### src/logic/srfc_pkg.sv
// register map, field layout, reset values and lookup for the resonance filter config block
// assumes a 32-bit classic wishbone slave with byte addresses and one word per register
package srfc_pkg;
  localparam int ADR_W = 8;
  localparam int DAT_W = 32;
  localparam int REG_W = 16;

  localparam logic [7:0] A_VIB_MODE = 8'h00;
  localparam logic [7:0] A_SHAFT_CODE = 8'h04;
  localparam logic [7:0] A_FILT_SEL = 8'h08;
  localparam logic [7:0] A_LPF_MAN = 8'h0c;
  localparam logic [7:0] A_GAIN_MODE = 8'h10;
  localparam logic [7:0] A_VIB_OPT = 8'h14;
  localparam logic [7:0] A_SPD_GAIN = 8'h18;
  localparam logic [7:0] A_INERTIA = 8'h1c;
  localparam logic [7:0] A_MOTOR = 8'h20;
  localparam logic [7:0] A_STAGE_BASE = 8'h24;
  localparam logic [7:0] A_STAGE_LAST = 8'h40;
  localparam logic [7:0] A_STATUS = 8'h44;
  localparam logic [7:0] A_LPF_FREQ = 8'h48;

  // digit fields: vibration tuning mode holds stage s at s*DIG_W, filter selection likewise
  localparam int DIG_W = 4;
  localparam int SEL_SHAFT_LSB = 0;
  localparam int SEL_LPF_LSB = 4;
  localparam logic [3:0] DIG_OFF = 4'h0;
  localparam logic [3:0] DIG_AUTO = 4'h1;
  localparam logic [3:0] DIG_MAN = 4'h2;
  localparam logic [3:0] SH_AUTO = 4'h0;
  localparam logic [3:0] SH_MAN = 4'h1;
  localparam logic [3:0] SH_OFF = 4'h2;
  localparam logic [3:0] LP_AUTO = 4'h0;
  localparam logic [3:0] LP_MAN = 4'h1;
  localparam logic [3:0] LP_OFF = 4'h2;
  localparam logic [3:0] GM_AUTO2 = 4'h2;
  localparam logic [3:0] GM_MANUAL = 4'h3;
  localparam logic [3:0] GM_TWO_GAIN = 4'h4;
  localparam logic [15:0] VIB_OPT_ON = 16'h0001;

  // status bits
  localparam int ST_S1_AUTO = 0;
  localparam int ST_S2_AUTO = 1;
  localparam int ST_VIB_ON = 2;
  localparam int ST_RANGE_ERR = 3;
  localparam int ST_LPF_BUSY = 4;

  localparam logic [4:0] SH_CODE_FIRST = 5'h02;
  localparam logic [4:0] SH_AUTO_BASE = 5'h0a;
  localparam logic [4:0] SH_CODE_MAX = 5'h1f;
  localparam int SH_RATIO_SHIFT = 5;
  localparam int SH_MOTOR_SHIFT = 2;

  // estimated frequencies in 0.1 Hz
  localparam logic [15:0] EST_MIN = 16'h000a;
  localparam logic [15:0] EST_MAX = 16'h03e8;

  // corner = gain*10 / (1 + ratio), ratio in 0.1 units: gain*100 / (10 + ratio)
  localparam int DIV_NW = 32;
  localparam int DIV_DW = 17;
  localparam logic [31:0] LPF_MULT = 32'h0000_0064;
  localparam logic [16:0] RATIO_ONE = 17'h0000a;

  localparam logic [7:0] POS_TUNE_COUNT = 8'h0a;
  localparam logic [7:0] POS_LAST = POS_TUNE_COUNT - 8'h01;

  localparam logic [15:0] RST_LPF_MAN = 16'h0bb8;
  localparam logic [15:0] RST_GAIN_MODE = 16'h0001;
  localparam logic [15:0] RST_SPD_GAIN = 16'h0320;
  localparam logic [15:0] RST_INERTIA = 16'h0046;
  localparam logic [15:0] RST_ZERO = 16'h0000;

  function automatic logic [15:0] wr16(input logic [15:0] old, input logic [15:0] nw,
                                       input logic [1:0] sel);
    logic [15:0] r;
    r = old;
    if (sel[0])
    begin
      r[7:0] = nw[7:0];
    end
    if (sel[1])
    begin
      r[15:8] = nw[15:8];
    end
    return r;
  endfunction

  // shaft filter code to frequency in hz, 0 means disabled
  function automatic logic [12:0] shaft_hz(input logic [4:0] c);
    logic [12:0] f;
    case (c)
      5'h02: f = 13'h1194;
      5'h03: f = 13'h0bb8;
      5'h04: f = 13'h08ca;
      5'h05: f = 13'h0708;
      5'h06: f = 13'h05dc;
      5'h07: f = 13'h0505;
      5'h08: f = 13'h0465;
      5'h09: f = 13'h03e8;
      5'h0a: f = 13'h0384;
      5'h0b: f = 13'h0332;
      5'h0c: f = 13'h02ee;
      5'h0d: f = 13'h02b4;
      5'h0e: f = 13'h0282;
      5'h0f: f = 13'h0258;
      5'h10: f = 13'h0232;
      5'h11: f = 13'h0211;
      5'h12: f = 13'h01f4;
      5'h13: f = 13'h01d9;
      5'h14: f = 13'h01c2;
      5'h15: f = 13'h01ac;
      5'h16: f = 13'h0199;
      5'h17: f = 13'h0187;
      5'h18: f = 13'h0177;
      5'h19: f = 13'h0168;
      5'h1a: f = 13'h015a;
      5'h1b: f = 13'h014d;
      5'h1c: f = 13'h0141;
      5'h1d: f = 13'h0136;
      5'h1e: f = 13'h012c;
      5'h1f: f = 13'h0122;
      default: f = 13'h0000;
    endcase
    return f;
  endfunction
endpackage

### src/logic/srfc_div.sv
// restoring divider, one quotient bit per clock
// assumes den_i is nonzero and stable only at start_i; start_i restarts a running division
`timescale 1ns/1ps
`default_nettype none
module srfc_div #(
  parameter int NW = 32,
  parameter int DW = 17
) (
  input wire logic clk_i,
  input wire logic rst_i,
  input wire logic start_i,
  input wire logic [NW-1:0] num_i,
  input wire logic [DW-1:0] den_i,
  output logic busy_o,
  output logic done_o,
  output logic [NW-1:0] quot_o
);
  logic [DW-1:0] den_r;
  logic [DW-1:0] rem_r;
  logic [NW-1:0] q_r;
  logic [5:0] cnt_r;
  logic [DW:0] shift_v;
  logic [DW:0] diff_v;
  logic [NW-1:0] q_nxt;
  logic [DW-1:0] rem_nxt;

  always_comb
  begin
    shift_v = {rem_r, q_r[NW-1]};
    diff_v = shift_v - {1'b0, den_r};
    if (shift_v >= {1'b0, den_r})
    begin
      rem_nxt = diff_v[DW-1:0];
      q_nxt = {q_r[NW-2:0], 1'b1};
    end
    else
    begin
      rem_nxt = shift_v[DW-1:0];
      q_nxt = {q_r[NW-2:0], 1'b0};
    end
  end

  always_ff @(posedge clk_i)
  begin
    if (rst_i)
    begin
      busy_o <= 1'b0;
      done_o <= 1'b0;
      cnt_r <= 6'h00;
      rem_r <= '0;
      q_r <= '0;
      den_r <= '0;
      quot_o <= '0;
    end
    else
    begin
      done_o <= 1'b0;
      if (start_i)
      begin
        busy_o <= 1'b1;
        cnt_r <= 6'h00;
        rem_r <= '0;
        q_r <= num_i;
        den_r <= den_i;
      end
      else if (busy_o)
      begin
        rem_r <= rem_nxt;
        q_r <= q_nxt;
        cnt_r <= cnt_r + 6'h01;
        if (cnt_r == 6'(NW - 1))
        begin
          busy_o <= 1'b0;
          done_o <= 1'b1;
          quot_o <= q_nxt;
        end
      end
    end
  end
endmodule
`default_nettype wire

### src/logic/srfc_top.sv
// resonance filter configuration: shaft filter, torque low-pass, two vibration stages
// assumes a classic wishbone master on clk_i and a motor loop on the same clock
//
// Decided for this implementation: the register addresses and the Wishbone slave port.
`timescale 1ns/1ps
`default_nettype none
// How it works
// - shaft selection digit chooses derived code or software-written code.
// - codes 00 and 01 disable shaft filter; 02..1F map 4500 Hz down to 290 Hz.
// - torque low-pass filter is on after reset with no setup.
// - automatic corner in rad/s is speed gain over one plus inertia ratio, times ten.
// - low-pass digit 1 selects the manual low-pass frequency register.
// - vibration stages work only in gain adjust modes 2, 3 and 4.
// - estimates outside 1.0 to 100.0 Hz are rejected; set those manually.
// - tuning estimates load vibration, at most two, one per stage.
// - after set number of positionings an automatic stage turns itself manual.
// - manual stage 1 uses its four parameters, stage 2 its own four.
// - low tuning digit: 0 off, 1 automatic writes stage 1 set, 2 manual.
// - second tuning digit: 0 off, 1 automatic writes stage 2 set, 2 manual.
// - automatic shaft code follows motor type and inertia ratio.
module srfc_top (
  input wire logic clk_i,
  input wire logic rst_i,
  input wire logic wb_cyc_i,
  input wire logic wb_stb_i,
  input wire logic wb_we_i,
  input wire logic [srfc_pkg::ADR_W-1:0] wb_adr_i,
  input wire logic [3:0] wb_sel_i,
  input wire logic [srfc_pkg::DAT_W-1:0] wb_dat_i,
  output logic [srfc_pkg::DAT_W-1:0] wb_dat_o,
  output logic wb_ack_o,
  input wire logic pos_done_i,
  input wire logic est_valid_i,
  input wire logic est_stage_i,
  input wire logic [15:0] est_vib_freq_i,
  input wire logic [15:0] est_res_freq_i,
  input wire logic [15:0] est_vib_damp_i,
  input wire logic [15:0] est_res_damp_i,
  output logic shaft_en_o,
  output logic [12:0] shaft_freq_hz_o,
  output logic lpf_en_o,
  output logic [15:0] lpf_freq_o,
  output logic stage1_en_o,
  output logic stage2_en_o,
  output logic stage1_tune_o,
  output logic stage2_tune_o,
  output logic [15:0] s1_vib_freq_o,
  output logic [15:0] s1_res_freq_o,
  output logic [15:0] s1_vib_damp_o,
  output logic [15:0] s1_res_damp_o,
  output logic [15:0] s2_vib_freq_o,
  output logic [15:0] s2_res_freq_o,
  output logic [15:0] s2_vib_damp_o,
  output logic [15:0] s2_res_damp_o
);
  import srfc_pkg::*;

  logic [15:0] vib_mode_r;
  logic [15:0] vib_mode_nxt;
  logic [15:0] shaft_code_r;
  logic [15:0] filt_sel_r;
  logic [15:0] lpf_man_r;
  logic [15:0] gain_mode_r;
  logic [15:0] vib_opt_r;
  logic [15:0] spd_gain_r;
  logic [15:0] inertia_r;
  logic [15:0] motor_r;
  logic [15:0] stage_r [0:7];
  logic [7:0] pos_cnt_r [0:1];
  logic range_err_r;
  logic lpf_req_r;
  logic [15:0] lpf_calc_r;
  logic ack_r;

  logic bus_req;
  logic bus_wr;
  logic [7:0] stage_off;
  logic stage_hit;
  logic [2:0] stage_idx;
  logic [15:0] wr_val;
  logic [3:0] shaft_dig;
  logic [3:0] lpf_dig;
  logic [3:0] vib_dig [0:1];
  logic vib_on;
  logic stage_on [0:1];
  logic stage_auto [0:1];
  logic pos_hit [0:1];
  logic est_in_range;
  logic est_take;
  logic [4:0] shaft_auto;
  logic [4:0] shaft_sum;
  logic div_busy;
  logic div_done;
  logic [DIV_NW-1:0] div_quot;
  logic [DIV_NW-1:0] div_num;
  logic [DIV_DW-1:0] div_den;
  logic [15:0] status_v;
  logic [15:0] rd_val;

  assign bus_req = wb_cyc_i & wb_stb_i & ~ack_r;
  // writes land at the edge where the master samples ack high
  assign bus_wr = wb_cyc_i & wb_stb_i & wb_we_i & ack_r;
  assign stage_off = wb_adr_i - A_STAGE_BASE;
  assign stage_hit = (wb_adr_i >= A_STAGE_BASE) && (wb_adr_i <= A_STAGE_LAST)
                     && (wb_adr_i[1:0] == 2'b00);
  assign stage_idx = stage_off[4:2];

  always_comb
  begin
    wr_val = wr16(rd_val, wb_dat_i[15:0], wb_sel_i[1:0]);
  end

  assign shaft_dig = filt_sel_r[SEL_SHAFT_LSB +: DIG_W];
  assign lpf_dig = filt_sel_r[SEL_LPF_LSB +: DIG_W];

  // vibration control is only alive in the three gain modes that support it
  assign vib_on = (gain_mode_r[3:0] == GM_AUTO2) || (gain_mode_r[3:0] == GM_MANUAL)
                  || (gain_mode_r[3:0] == GM_TWO_GAIN);

  always_comb
  begin
    for (int s = 0; s < 2; s++)
    begin
      vib_dig[s] = vib_mode_r[s*DIG_W +: DIG_W];
      stage_on[s] = vib_on && ((vib_dig[s] == DIG_AUTO) || (vib_dig[s] == DIG_MAN));
      if (s == 1)
      begin
        stage_on[s] = stage_on[s] && (vib_opt_r == VIB_OPT_ON);
      end
      stage_auto[s] = stage_on[s] && (vib_dig[s] == DIG_AUTO);
      pos_hit[s] = stage_auto[s] && pos_done_i && (pos_cnt_r[s] == POS_LAST);
    end
  end

  // estimates outside the tunable band are dropped and flagged
  assign est_in_range = (est_vib_freq_i >= EST_MIN) && (est_vib_freq_i <= EST_MAX)
                        && (est_res_freq_i >= EST_MIN) && (est_res_freq_i <= EST_MAX);
  assign est_take = est_valid_i && est_in_range && stage_auto[est_stage_i];

  // derived shaft code: heavier load and larger motor class push toward lower frequency
  assign shaft_sum = SH_AUTO_BASE + 5'(motor_r[1:0] << SH_MOTOR_SHIFT);
  always_comb
  begin
    if ((inertia_r >> SH_RATIO_SHIFT) >= 16'(SH_CODE_MAX - shaft_sum))
    begin
      shaft_auto = SH_CODE_MAX;
    end
    else
    begin
      shaft_auto = shaft_sum + 5'(inertia_r >> SH_RATIO_SHIFT);
    end
  end

  always_comb
  begin
    status_v = '0;
    status_v[ST_S1_AUTO] = stage_auto[0];
    status_v[ST_S2_AUTO] = stage_auto[1];
    status_v[ST_VIB_ON] = vib_on;
    status_v[ST_RANGE_ERR] = range_err_r;
    status_v[ST_LPF_BUSY] = div_busy | lpf_req_r;
  end

  always_comb
  begin
    rd_val = '0;
    if (stage_hit)
    begin
      rd_val = stage_r[stage_idx];
    end
    else
    begin
      case (wb_adr_i)
        A_VIB_MODE: rd_val = vib_mode_r;
        A_SHAFT_CODE: rd_val = shaft_code_r;
        A_FILT_SEL: rd_val = filt_sel_r;
        A_LPF_MAN: rd_val = lpf_man_r;
        A_GAIN_MODE: rd_val = gain_mode_r;
        A_VIB_OPT: rd_val = vib_opt_r;
        A_SPD_GAIN: rd_val = spd_gain_r;
        A_INERTIA: rd_val = inertia_r;
        A_MOTOR: rd_val = motor_r;
        A_STATUS: rd_val = status_v;
        A_LPF_FREQ: rd_val = lpf_calc_r;
        default: rd_val = '0;
      endcase
    end
  end

  // bus answer: ack one cycle after the request, low again the next cycle
  always_ff @(posedge clk_i)
  begin
    if (rst_i)
    begin
      ack_r <= 1'b0;
      wb_ack_o <= 1'b0;
      wb_dat_o <= '0;
    end
    else
    begin
      ack_r <= bus_req;
      wb_ack_o <= bus_req;
      if (bus_req && !wb_we_i)
      begin
        wb_dat_o <= {16'h0000, rd_val};
      end
    end
  end

  // tuning mode: software write first, then the automatic hand-over to manual
  always_comb
  begin
    vib_mode_nxt = vib_mode_r;
    if (bus_wr && wb_adr_i == A_VIB_MODE)
    begin
      vib_mode_nxt = wr_val;
    end
    for (int s = 0; s < 2; s++)
    begin
      if (pos_hit[s])
      begin
        vib_mode_nxt[s*DIG_W +: DIG_W] = DIG_MAN;
      end
    end
  end

  always_ff @(posedge clk_i)
  begin
    if (rst_i)
    begin
      vib_mode_r <= RST_ZERO;
    end
    else
    begin
      vib_mode_r <= vib_mode_nxt;
    end
  end

  always_ff @(posedge clk_i)
  begin
    if (rst_i)
    begin
      pos_cnt_r[0] <= 8'h00;
      pos_cnt_r[1] <= 8'h00;
    end
    else
    begin
      for (int s = 0; s < 2; s++)
      begin
        if (!stage_auto[s] || pos_hit[s])
        begin
          pos_cnt_r[s] <= 8'h00;
        end
        else if (pos_done_i)
        begin
          pos_cnt_r[s] <= pos_cnt_r[s] + 8'h01;
        end
      end
    end
  end

  // plain configuration registers
  always_ff @(posedge clk_i)
  begin
    if (rst_i)
    begin
      filt_sel_r <= RST_ZERO;
      lpf_man_r <= RST_LPF_MAN;
      gain_mode_r <= RST_GAIN_MODE;
      vib_opt_r <= RST_ZERO;
      spd_gain_r <= RST_SPD_GAIN;
      inertia_r <= RST_INERTIA;
      motor_r <= RST_ZERO;
    end
    else if (bus_wr)
    begin
      case (wb_adr_i)
        A_FILT_SEL: filt_sel_r <= wr_val;
        A_LPF_MAN: lpf_man_r <= wr_val;
        A_GAIN_MODE: gain_mode_r <= wr_val;
        A_VIB_OPT: vib_opt_r <= wr_val;
        A_SPD_GAIN: spd_gain_r <= wr_val;
        A_INERTIA: inertia_r <= wr_val;
        A_MOTOR: motor_r <= wr_val;
        default: ;
      endcase
    end
  end

  // shaft code follows the derivation in automatic mode, software otherwise
  always_ff @(posedge clk_i)
  begin
    if (rst_i)
    begin
      shaft_code_r <= RST_ZERO;
    end
    else if (shaft_dig == SH_AUTO)
    begin
      shaft_code_r <= 16'(shaft_auto);
    end
    else if (bus_wr && wb_adr_i == A_SHAFT_CODE)
    begin
      shaft_code_r <= wr_val;
    end
  end

  // stage parameter sets: estimator writes win over a software write in the same cycle
  always_ff @(posedge clk_i)
  begin
    if (rst_i)
    begin
      for (int i = 0; i < 8; i++)
      begin
        stage_r[i] <= RST_ZERO;
      end
    end
    else
    begin
      if (bus_wr && stage_hit)
      begin
        stage_r[stage_idx] <= wr_val;
      end
      if (est_take)
      begin
        stage_r[{est_stage_i, 2'd0}] <= est_vib_freq_i;
        stage_r[{est_stage_i, 2'd1}] <= est_res_freq_i;
        stage_r[{est_stage_i, 2'd2}] <= est_vib_damp_i;
        stage_r[{est_stage_i, 2'd3}] <= est_res_damp_i;
      end
    end
  end

  // sticky out-of-band flag, write one to clear, a new event wins
  always_ff @(posedge clk_i)
  begin
    if (rst_i)
    begin
      range_err_r <= 1'b0;
    end
    else if (est_valid_i && !est_in_range)
    begin
      range_err_r <= 1'b1;
    end
    else if (bus_wr && wb_adr_i == A_STATUS && wb_sel_i[0] && wb_dat_i[ST_RANGE_ERR])
    begin
      range_err_r <= 1'b0;
    end
  end

  // corner recompute request: pending after reset and after each gain or ratio write
  always_ff @(posedge clk_i)
  begin
    if (rst_i)
    begin
      lpf_req_r <= 1'b1;
    end
    else if (bus_wr && (wb_adr_i == A_SPD_GAIN || wb_adr_i == A_INERTIA))
    begin
      lpf_req_r <= 1'b1;
    end
    else
    begin
      lpf_req_r <= 1'b0;
    end
  end

  assign div_num = 32'(spd_gain_r) * LPF_MULT;
  assign div_den = 17'(inertia_r) + RATIO_ONE;

  srfc_div #(
    .NW(DIV_NW),
    .DW(DIV_DW)
  ) u_div (
    .clk_i(clk_i),
    .rst_i(rst_i),
    .start_i(lpf_req_r),
    .num_i(div_num),
    .den_i(div_den),
    .busy_o(div_busy),
    .done_o(div_done),
    .quot_o(div_quot)
  );

  always_ff @(posedge clk_i)
  begin
    if (rst_i)
    begin
      lpf_calc_r <= RST_ZERO;
    end
    else if (div_done)
    begin
      lpf_calc_r <= (div_quot[31:16] != 16'h0000) ? 16'hffff : div_quot[15:0];
    end
  end

  // filter outputs toward the control loop
  always_ff @(posedge clk_i)
  begin
    if (rst_i)
    begin
      shaft_en_o <= 1'b0;
      shaft_freq_hz_o <= '0;
      lpf_en_o <= 1'b0;
      lpf_freq_o <= RST_ZERO;
    end
    else
    begin
      shaft_en_o <= (shaft_dig != SH_OFF) && (shaft_code_r[15:5] == 11'h000)
                    && (shaft_code_r[4:0] >= SH_CODE_FIRST);
      shaft_freq_hz_o <= shaft_hz(shaft_code_r[4:0]);
      lpf_en_o <= (lpf_dig != LP_OFF);
      lpf_freq_o <= (lpf_dig == LP_MAN) ? lpf_man_r : lpf_calc_r;
    end
  end

  always_ff @(posedge clk_i)
  begin
    if (rst_i)
    begin
      stage1_en_o <= 1'b0;
      stage2_en_o <= 1'b0;
      stage1_tune_o <= 1'b0;
      stage2_tune_o <= 1'b0;
    end
    else
    begin
      stage1_en_o <= stage_on[0];
      stage2_en_o <= stage_on[1];
      stage1_tune_o <= stage_auto[0];
      stage2_tune_o <= stage_auto[1];
    end
  end

  always_ff @(posedge clk_i)
  begin
    if (rst_i)
    begin
      s1_vib_freq_o <= RST_ZERO;
      s1_res_freq_o <= RST_ZERO;
      s1_vib_damp_o <= RST_ZERO;
      s1_res_damp_o <= RST_ZERO;
      s2_vib_freq_o <= RST_ZERO;
      s2_res_freq_o <= RST_ZERO;
      s2_vib_damp_o <= RST_ZERO;
      s2_res_damp_o <= RST_ZERO;
    end
    else
    begin
      s1_vib_freq_o <= stage_r[0];
      s1_res_freq_o <= stage_r[1];
      s1_vib_damp_o <= stage_r[2];
      s1_res_damp_o <= stage_r[3];
      s2_vib_freq_o <= stage_r[4];
      s2_res_freq_o <= stage_r[5];
      s2_vib_damp_o <= stage_r[6];
      s2_res_damp_o <= stage_r[7];
    end
  end
endmodule
`default_nettype wire

### config.mk
export PLATFORM = sky130hd
export DESIGN_NAME = srfc_top
export DESIGN_NICKNAME = d
export VERILOG_FILES = /design/src/logic/srfc_pkg.sv /design/src/logic/srfc_div.sv /design/src/logic/srfc_top.sv
export SDC_FILE = /design/constraint.sdc
export NUM_CORES = 1
export LEC_CHECK = 0
export ABC_AREA = 1
export BUFFER_PORTS_ARGS = -buffer_cell sky130_fd_sc_hd__buf_2
export CORE_UTILIZATION = 40
export DETAILED_ROUTE_END_ITERATION = 8
export GPL_TIMING_DRIVEN = 0
export PLACE_DENSITY = 0.61
export SLEW_MARGIN = 5
export SYNTH_ARGS = -nofsm -noshare
export SYNTH_HDL_FRONTEND = slang
export SYNTH_SLANG_ARGS = --single-unit
### constraint.sdc
create_clock -name clk_i -period 3.8 [get_ports clk_i]
set_clock_uncertainty 0.2 [all_clocks]
set_input_delay 1.14 -clock clk_i [delete_from_list [all_inputs] [get_ports clk_i]]
set_output_delay 1.14 -clock clk_i [all_outputs]
set_load 0.05 [all_outputs]
Yosys cells after proc, flatten, opt, wreduce, memory -nomap -nowiden --
Memories as Yosys holds them, arrays and structs flattened. A register that Yosys moved wholly into a read port is not among the register bits. Index checks and enable logic that the tools add are counted.
Cells by class: multiply operators 1, $lt $le $gt $ge 10, muxes and demuxes 66, add/sub/neg operators 9, reductions and logical operators 66, equal/unequal tests 24, bitwise gates (word level) 13
Operators by type and width (count):
- $pmux 16 s11 | 1
- $mux 16 | 8
- $reduce_or 16->1 | 5
- $mux 8 | 6
- $mux 23 | 2
- $mux 1 | 37
- $eq 8x4->1 const B | 4
- $eq 8x5->1 const B | 4
- $ge 16x4->1 const B | 2
- $le 16x10->1 const B | 2
- $logic_and 1x1->1 | 27
- $mul 16x5->21 const B | 1
- $ge 18x17->1 | 1
- $add 16x4->17 const B | 1
- $mux 17 | 1
- $sub 17x17->17 | 1
- $add 8x1->8 const B | 2
- $eq 16x1->1 const B | 1
- $eq 4x2->1 const B | 4
- $eq 8x7->1 const B | 2
- $ge 11x16->1 | 1
- $reduce_bool 16->1 | 1
- $mux 3 | 5
- $mux 5 | 3
- 32 further kinds | 67
Word-level totals: memories kept 3, input port bits 116, bits in read-only memories 416, register bits 307, logic and storage cells 226, RAM bits 144
Memories:
- (no name shown) | depth 32, width 13, rd ports 1, clocked after memory_dff 1, write ports 0, line srfc_pkg.sv:90 | case (c)
- stage_r | depth 8, width 16, rd ports 9, clocked after memory_dff 8, write ports 8, line srfc_top.sv:68 | logic [15:0] stage_r [0:7];
- pos_cnt_r | depth 2, width 8, rd ports 2, clocked after memory_dff 0, write ports 2, line srfc_top.sv:69 | logic [7:0] pos_cnt_r [0:1];

Logic depth before layout (Yosys ltp) --
Gate-level depths: netlist of run 1.
depth after elaboration 15, gate-level depth with buffers 19, mapped depth without buffers 16

Modules after synthesis --
From an unflattened synthesis of run 1, not the netlist that was laid out.
Second synthesis, totals: cell total of the unflattened synthesis 3792, area, all modules 28577.4 µm²
Modules (own cells, without submodules):
- srfc_top | instances 1, area each 23145.9 µm², cells each 3003, seq. area each 11170.7 µm²
- srfc_div | instances 1, area each 5431.5 µm², cells each 789, seq. area each 2122.0 µm²

Worst setup path after synthesis of run 1 --
No wires, ideal clock.
path type input to register, start in wb_adr_i[2] (netlist bit), end mem stage_r[4][0], enable pin, cell stages on the path 13, data required time 3.228 ns, setup slack -0.316 ns, buffers on the path 7, arrival time 3.545 ns, setup time 0.372 ns, cells stage by stage buf_2 > buf_2 > inv_1 > buf_4 > ha_1 > buf_2 > inv_2 > buf_2 > buf_2 > nor2_1 > nand4_2 > buf_4 > nand2_1
RTL lines:
- start: declaration | line srfc_top.sv:27 | input wire logic [srfc_pkg::ADR_W-1:0] wb_adr_i,
- end: declaration | line srfc_top.sv:68

==> results of run 1 <==
==> worst reg2reg max path, stage by stage (launching register included) <==
cell	delay, ps
sky130_fd_sc_hd__dfxtp_1	350
sky130_fd_sc_hd__inv_1	60
sky130_fd_sc_hd__nor3_1	920
sky130_fd_sc_hd__inv_2	410
sky130_fd_sc_hd__nor3_2	280
sky130_fd_sc_hd__buf_6	230
sky130_fd_sc_hd__nand4_2	300
sky130_fd_sc_hd__buf_4	300
sky130_fd_sc_hd__nand2_4	220
==> through the flow <==
step | TNS, ps | hold slack (ps)
after floorplan | 0 | 229
after global placement | -455550 | 245
after detailed placement | -459530 | 245
after CTS | 0 | 254
after global routing | -1820 | 276
final | -3550 | 252
==> routing by layer <==
metal  vias to the layer above  GRT usage (%)  wire length (um)
li1                      13200              -                 -
met5                         -              0                39
met3                       263           4.85              8510
met2                      1200           48.0             50700
met4                         6           14.5              6070
met1                     12800           36.9             44100
==> cells in the mapped netlist, types with 11 or more instances <==
master / instances
sky130_fd_sc_hd__nor2_4: 11
sky130_fd_sc_hd__dfxtp_1: 448
sky130_fd_sc_hd__nor2_1: 513
sky130_fd_sc_hd__fa_1: 13
sky130_fd_sc_hd__clkbuf_1: 112
sky130_fd_sc_hd__buf_2: 28
sky130_fd_sc_hd__xnor2_1: 11
sky130_fd_sc_hd__inv_1: 503
sky130_fd_sc_hd__nand2_2: 14
sky130_fd_sc_hd__o21ai_1: 14
sky130_fd_sc_hd__o22ai_1: 15
sky130_fd_sc_hd__nand2_1: 900
sky130_fd_sc_hd__ha_1: 92
sky130_fd_sc_hd__o31ai_1: 14
sky130_fd_sc_hd__xor2_1: 21
sky130_fd_sc_hd__nor3_1: 29
sky130_fd_sc_hd__nor4_1: 15
sky130_fd_sc_hd__nand3_1: 127
sky130_fd_sc_hd__buf_1: 13
sky130_fd_sc_hd__edfxtp_1: 144
sky130_fd_sc_hd__a31oi_1: 12
sky130_fd_sc_hd__o21ai_0: 321
sky130_fd_sc_hd__nand4_1: 21
sky130_fd_sc_hd__inv_2: 21
sky130_fd_sc_hd__buf_4: 32
sky130_fd_sc_hd__a21oi_1: 318
==> worst min-delay path by stage <==
stage / startpoint / end
3_3_place_gp: stage_r[5][1] / s2_res_freq_o[1]
5_1_grt: ack_r / ack_r
6_report: ack_r / ack_r
4_1_cts: ack_r / ack_r
2_1_floorplan: u_div.quot_o[14] / u_div.quot_o[14]
3_5_place_dp: ack_r / ack_r
==> flip-flops by register name, summed over array words and instances, names as in the netlist, 17 cells and up <==
signal and count:
stage_r 128, u_div.q_r 32, u_div.quot_o 32, u_div.den_r 17, u_div.rem_r 17
==> power breakdown <==
group          internal, mW  total [mW]  switching [mW]
registers              6.58        6.66          0.0733
logic                 0.418        1.66            1.24
clock network          3.82        6.63            2.82
total                  10.8        14.9            4.13
==> placed cells by master, fill, tap and decap left out, types with 127 or more instances in the layout <==
cell,netlist,layout
sky130_fd_sc_hd__edfxtp_1,144,144
sky130_fd_sc_hd__nand3_1,127,127
sky130_fd_sc_hd__inv_1,503,503
sky130_fd_sc_hd__o21ai_0,321,310
sky130_fd_sc_hd__buf_2,28,292
sky130_fd_sc_hd__a21oi_1,318,311
sky130_fd_sc_hd__clkbuf_1,112,130
sky130_fd_sc_hd__nor2_1,513,508
sky130_fd_sc_hd__nand2_1,900,887
sky130_fd_sc_hd__dfxtp_1,448,448
==> cells by family after synthesis <==
logic type / Yosys count / synth area share, %
flops: 592 / 46.0
buf+inv: 717 / 10.0
simple gates: 1667 / 23.7
compound gates: 764 / 14.4
fa+ha+maj: 105 / 4.89
xor+xnor: 32 / 0.971
other cells: 1 / 0.0130
==> final cells by class <==
| class | count | area share (%) |
|---|---|---|
| inverter | 527 | 5.81 |
| antenna | 4 | 0.0291 |
| sequential | 592 | 38.6 |
| clock inverter | 24 | 0.749 |
| tap | 950 | 3.45 |
| clock buffer | 102 | 5.79 |
| multi-input combinational | 2585 | 38.0 |
| buffer | 189 | 2.86 |
| timing repair buffer | 298 | 4.66 |
==> timing repair <==
action,4_1_cts,5_1_grt
pin swaps,14,12
hold buffers,0,0
setup buffers,9,14
gates cloned,0,1
setup endpoints to repair,403,283
resized for setup,70,33
==> implementation parameters, run 1 <==
Parameter                              Value

STA
  Slew Limit Fails ... 0
  Fraction of the cycle the final worst path needs ... 102%
  Worst-margin pin slew ... 1380 ps
  Max-slew headroom at the worst pin ... 8.24%
  RSZ-0062 raised after global routing ... true
  Setup-failing EPs final ... 90
  Highest clock frequency the design can meet ... 259 MHz
  Clock period minus final worst setup slack ... just under 4000 ps
  Hold Violations, Final ... 0
  Final Worst Setup Slack ... -65.5 ps

Floorplanning
  Effective utilization at floorplan ... 40.4%
  Die Footprint ... 73300 um2
  DIE WIDTH ... 271 um
  I/O pins ... roughly 310
  Area of the core ... 71500 um2
  Vertical extent of the die ... 271 um
  Total number of placement rows ... just under 100

Yosys
  Cell Area, Synth ... slightly below 30000 um2
  Most frequently used flop master after synthesis ... sky130_fd_sc_hd__dfxtp_1
  Number of synthesis warnings ... 0
  Sequential cell area fraction in the yosys report ... 46.0%
  Instance count of the mapped netlist ... 3878
  Dominant cells by area after synthesis ... sky130_fd_sc_hd__dfxtp_1 31%, sky130_fd_sc_hd__edfxtp_1 15%, sky130_fd_sc_hd__nand2_1 12%, sky130_fd_sc_hd__nor2_1 6.7%, sky130_fd_sc_hd__inv_1 6.5%
  Synth unique cells ... 60
  Synth async-reset ratio ... 0%
  Cell taking the most area after synthesis ... sky130_fd_sc_hd__dfxtp_1
  Post-synth EDFFs ... 144
  Post-synthesis register bit count ... 592
  Share of Yosys cell area claimed by the top area cell type ... 31.1%
  Post-synthesis area per instance ... 7.45 um2

Worst setup path
  Critical Setup Path Class ... input port to register
  Required time of the critical path ... 3860 ps
  Reg2reg end ... stage_r[0][11]
  Arrival time reported for the critical path endpoint ... 3930 ps
  Cells along the critical path ... buf_2 -> clkbuf_1 -> clkbuf_2 -> a21oi_1 -> nand2_4
  Max incr delay on CP ... roughly 1200 ps
  Crit path capture type ... register
  Origin of the critical flop-to-flop path ... ack_r
  Family of cells with the greatest summed delay on the critical path ... buffers and inverters
  First element of the critical path ... rst_i
  Critical Path Start Type ... input port
  Crit path to ... stage_r[7][4]
  Crit Path Max Fanout ... 16
  Setup slack, reg-to-reg ... 200 ps
  Worst-case reg-to-reg path depth ... 8
  Buffering stage count on the worst path with inverters included ... 3
  CP max-delay cell ... sky130_fd_sc_hd__a21oi_1
  Path length in cells of the critical path ... 5

Placed design
  Post-place setup slack ... -1860 ps
  Placed instance count ... between 5000 and 6000
  Weighted congestion at the end of routability-driven global placement ... 1.00
  Area after detailed placement ... 31500 um2
  DP HPWL ... 84200 um
  Count of buffers from port buffering ... 275

Run status
  Violated checks ... setup timing
  Result of the run ... complete, but fails checks

Power
  Total chip power ... 14.9 mW
  Worst IR Drop VDD ... 0.312 mV
  Leakage dissipation ... about 16 nW
  Power density over cell area ... 434 nW/um2

Global routing
  Total global routing overflow ... 0
  Pin count of the biggest net entering global routing ... 17
  Total GRT Usage ... 29.2%
  Antenna violations before repair ... 8
  Vias in the first global route ... 25500
  First-pass GRT wire length ... 159000 um

Clock network
  Clock root buffer master ... sky130_fd_sc_hd__clkbuf_16
  Clk pin slew, worst setup/hold paths ... approximately 60 ps
  Total CTS buffers ... 69
  CTS max path bufs ... 3
  Later-pin clock latency in the skew report ... 630 ps
  TritonCTS clock tree ... built
  Sink count of the clock tree ... 592
  H-tree lvl count ... 3

Routing
  Count of routing violations after the opening detailed-route iteration ... 3008
  Mean routed wirelength per cell ... 20.8 um
  Antenna-violating nets left ... 0
  DRC ... 0
  Per-cell via count in the routed design ... 5.20
  Total Routed Length ... 109000 um
  Via count ... 27400
  DRT Pass-1 Iters ... 6

Layout
  Combined flip-flop and latch cell area ... ~13000 um2
  Total area of multi-input combinational cells ... 13100 um2
  Share of layout cells above drive strength 1 ... 13.6%
  Synth-to-Final Area Change ... 19.2%
  Final design area excluding fillers ... 34400 um2
  Final Net Count ... 4483
  Count of filler cells inserted in the layout ... 7280
  Post-layout utilization of the core ... 48.2%
  Final std cells w/o fill ... between 5000 and 6000

Flow run
  Max-capacitance violation count ... 0

Min path
  Worst hold path type ... register to register
  Cells on Worst Hold Path ... 1
(Power assumes the default switching activity.)
==> run 2: changes to the inputs <==
BUFFER_PORTS_ARGS = not set   (was -buffer_cell sky130_fd_sc_hd__buf_2)
CORE_UTILIZATION = 41   (was 40)
DONT_BUFFER_PORTS = 1   (was not set)
PLACE_DENSITY = 0.58   (was 0.61)
==> implementation parameters, run 2 (synthesis results as in run 1) <==
Parameter                              Value

Run status
  Result of the run ... finished, final reports clean

Worst setup path
  Required time of the critical path ... 3940 ps (+80 ps)
  Critical Setup Path Class ... input port to register
  Crit Path Max Fanout ... 13 (-3)
  Critical Path Most Common Cell ... sky130_fd_sc_hd__nand2_1
  Crit path capture type ... register
  Cells along the critical path ... buf_2 -> buf_6 -> clkinvlp_4 -> buf_8 -> ha_1 -> nand2_2 -> nor2_2 -> nand2_1 -> o21ai_0 -> nor2_1 -> nand3_1 -> nand2_1 -> nand2_1 -> a21boi_4 -> buf_2 -> nor2_1
  Critical Path Start Type ... input port
  Arrival time reported for the critical path endpoint ... 3890 ps (-40 ps)
  Max incr delay on CP ... 370 ps (-820 ps)
  CP max-delay cell ... sky130_fd_sc_hd__buf_2

STA
  Hold Violations, Final ... 0 (unchanged)
  Highest clock frequency the design can meet ... 267 MHz (+3.3%)
  Setup-failing EPs final ... 0 (-100%)
  Slew Limit Fails ... 0 (unchanged)
  Final TNS setup ... 0 ps (+3550 ps)
  Worst-margin pin slew ... 1250 ps (-122 ps)
  Final Worst Setup Slack ... 59.1 ps (+125 ps)
  RSZ-0062 raised after global routing ... true
  Max-slew headroom at the worst pin ... 15.6% (+7.3 points)
  Clock period minus final worst setup slack ... 3740 ps (-125 ps)
  Fraction of the cycle the final worst path needs ... 98.4% (-3.3 points)

Clock network
  Clk pin slew, worst setup/hold paths ... 60 ps (about the same)
  H-tree lvl count ... 3 (unchanged)
  Sink count of the clock tree ... 592 (unchanged)
  Clock root buffer master ... sky130_fd_sc_hd__clkbuf_16
  CTS max path bufs ... 3 (unchanged)
  Hold_buf cts ... 0 (unchanged)
  Later-pin clock latency in the skew report ... 630 ps (about the same)
  TritonCTS clock tree ... built
  Total CTS buffers ... 69 (unchanged)

Routing
  Antenna-violating nets left ... 0 (unchanged)
  DRT Pass-1 Iters ... 7 (+1)
  Via count ... 26500 (-3.5%)
  Per-cell via count in the routed design ... 5.32 (+2.2%)
  DRC ... 0 (unchanged)
  Count of routing violations after the opening detailed-route iteration ... 2743 (-8.8%)
  Total Routed Length ... 108000 um (-0.96%)
  Mean routed wirelength per cell ... 21.8 um (+5.0%)

Global routing
  Antenna violations before repair ... 2 (-6)
  Vias in the first global route ... 24700 (-3.0%)
  Global Route met3 Usage ... 5.44% (+0.59 points)
  Global routing's busiest layer ... met2
  Total global routing overflow ... 0 (unchanged)
  Pin count of the biggest net entering global routing ... 17 (unchanged)
  Met2 Use GR ... 48.0% (about the same)
  First-pass GRT wire length ... 156000 um (-2.0%)
  Total GRT Usage ... 29.7% (+0.52 points)
  GR met1 Demand/Resource ... 37.4% (+0.55 points)

Layout
  Share of layout cells above drive strength 1 ... 7.99% (-5.7 points)
  Final design area excluding fillers ... 33100 um2 (-3.7%)
  Most common library cell in the layout ignoring fill and taps ... sky130_fd_sc_hd__nand2_1
  Most used cells in the layout excluding fill and tap cells ... 884 x sky130_fd_sc_hd__nand2_1, 510 x sky130_fd_sc_hd__nor2_1, 502 x sky130_fd_sc_hd__inv_1
  Final Net Count ... 4208 (-6.1%)
  Synth-to-Final Area Change ... 14.7%
  Antenna fix cells ... 0 (-4)
  Post-layout utilization of the core ... 47.9% (-0.26 points)
  Largest registers ... stage_r: 128 flops, u_div.q_r: 32 flops, u_div.quot_o: 32 flops
  Register with the highest flop count ... stage_r
  Flip-flop count of the largest register after layout ... 128 (unchanged)

Placed design
  Post-place setup slack ... -1640 ps (+221 ps)
  DP HPWL ... 82700 um (-1.8%)
  Count of buffers from port buffering ... 0 (-100%)
  Area after detailed placement ... 30100 um2 (-4.4%)
  Weighted congestion at the end of routability-driven global placement ... 1.03 (+2.4%)

Power
  Fraction of power spent switching nets ... 26.7% (-0.90 points)
  Total chip power ... 15.2 mW (+1.8%)
  Portion of total power attributed to sequential cells ... 45.3% (+0.8 points)
  NetSw ... 4.07 mW (-1.6%)
  Clk network pwr share ... 46.2% (+1.8 points)
  Leakage dissipation ... 15.0 nW (-7.9%)
  Worst IR Drop VDD ... 0.378 mV (+21%)
  Power density over cell area ... 459 nW/um2 (+5.7%)
  Combinational share of power ... 8.6% (-2.5 points)
  Total internal power ... 11.1 mW (+3.0%)

Floorplanning
  Die Footprint ... 71500 um2 (-2.4%)
  DIE WIDTH ... 267 um (-1.2%)
  Vertical extent of the die ... 267 um (-1.2%)
  Area of the core ... 69200 um2 (-3.2%)
  Total number of placement rows ... 96 (-2.0%)
  I/O pins ... 312 (unchanged)
  Effective utilization at floorplan ... 41.7% (+1.3 points)

Min path
  Worst hold path type ... register to register

Flow run
  Max-capacitance violation count ... 0 (unchanged)
run 2: cell count changes in the layout (fill, tap and decap cells not counted), moves of 4 or more:
cell                        previous run  this run
sky130_fd_sc_hd__inv_6                 3         9
sky130_fd_sc_hd__a21oi_2               3         7
sky130_fd_sc_hd__bufinv_16             2         6
sky130_fd_sc_hd__clkinv_8              5         1
sky130_fd_sc_hd__nand2_2               9        13
sky130_fd_sc_hd__inv_4                 5         9
sky130_fd_sc_hd__buf_2               292        18
sky130_fd_sc_hd__clkbuf_16            71        76
sky130_fd_sc_hd__clkbuf_1            130       126
sky130_fd_sc_hd__diode_2               4         0
run 2: repair_timing:
item | 4_1_cts | 5_1_grt
endpoints found under the setup margin | 319 | 305
gates cloned | 0 | 1
setup buffers | 11 | 11
pin swaps | 10 | 9
gates resized for setup | 59 | 48
run 2: critical path: cells and delay by family:
family / cells / cell delay [ps]
compound gates: 2 / 470
fa+ha+maj: 1 / 210
buf+inv: 5 / 980
simple gates: 8 / 1070
run 2: cell type report:
class / count / area (um2)
sequential: 592 / 13300
multi-input combinational: 2585 / 13100
fill: 7106 / 36100
clock inverter: 27 / 340
inverter: 527 / 2010
clock buffer: 99 / 2060
buffer: 190 / 978
tap: 931 / 1160
timing repair buffer: 22 / 206
run 2: layer usage:
metal  vias up  part of all wire, %
met5         -                0.012
met3       269                  8.3
met1     12400                   40
li1      12600                    -
met2      1175                   46
met4         2                  5.8
run 2: power groups by stage:
| stage | registers, mW | clock network [mW] | logic [mW] |
|---|---|---|---|
| floorplan | 6.99 | 0 | 0.795 |
| CTS | 6.89 | 7.09 | 1.26 |
| detailed placement | 7.02 | 0 | 1.21 |
| finish | 6.88 | 7.02 | 1.31 |
| global route | 6.90 | 7.33 | 1.41 |
| global placement | 7.02 | 0 | 1.22 |
run 2: path summary, 6_finish.rpt:
| kind | startpoint | end | slack [ps] | depth (start not counted) |
|---|---|---|---|---|
| worst max register to register | spd_gain_r[4] | u_div.q_r[22] | 230 | 16 |
| worst min-delay path | stage_r[1][2] | s1_res_freq_o[2] | 260 | 2 |
| worst min register to register | stage_r[1][2] | s1_res_freq_o[2] | 260 | 2 |
| worst max-delay path | wb_adr_i[2] | stage_r[4][15] | 60 | 16 |
run 2: stage by stage:
step / std cells / hold slack [ps]
4_1_cts: 4961 / 263
3_5_place_dp: 4824 / 256
6_report: 4973 / 260
3_3_place_gp: 4824 / 248
2_1_floorplan: 3893 / 229
5_1_grt: 4973 / 278
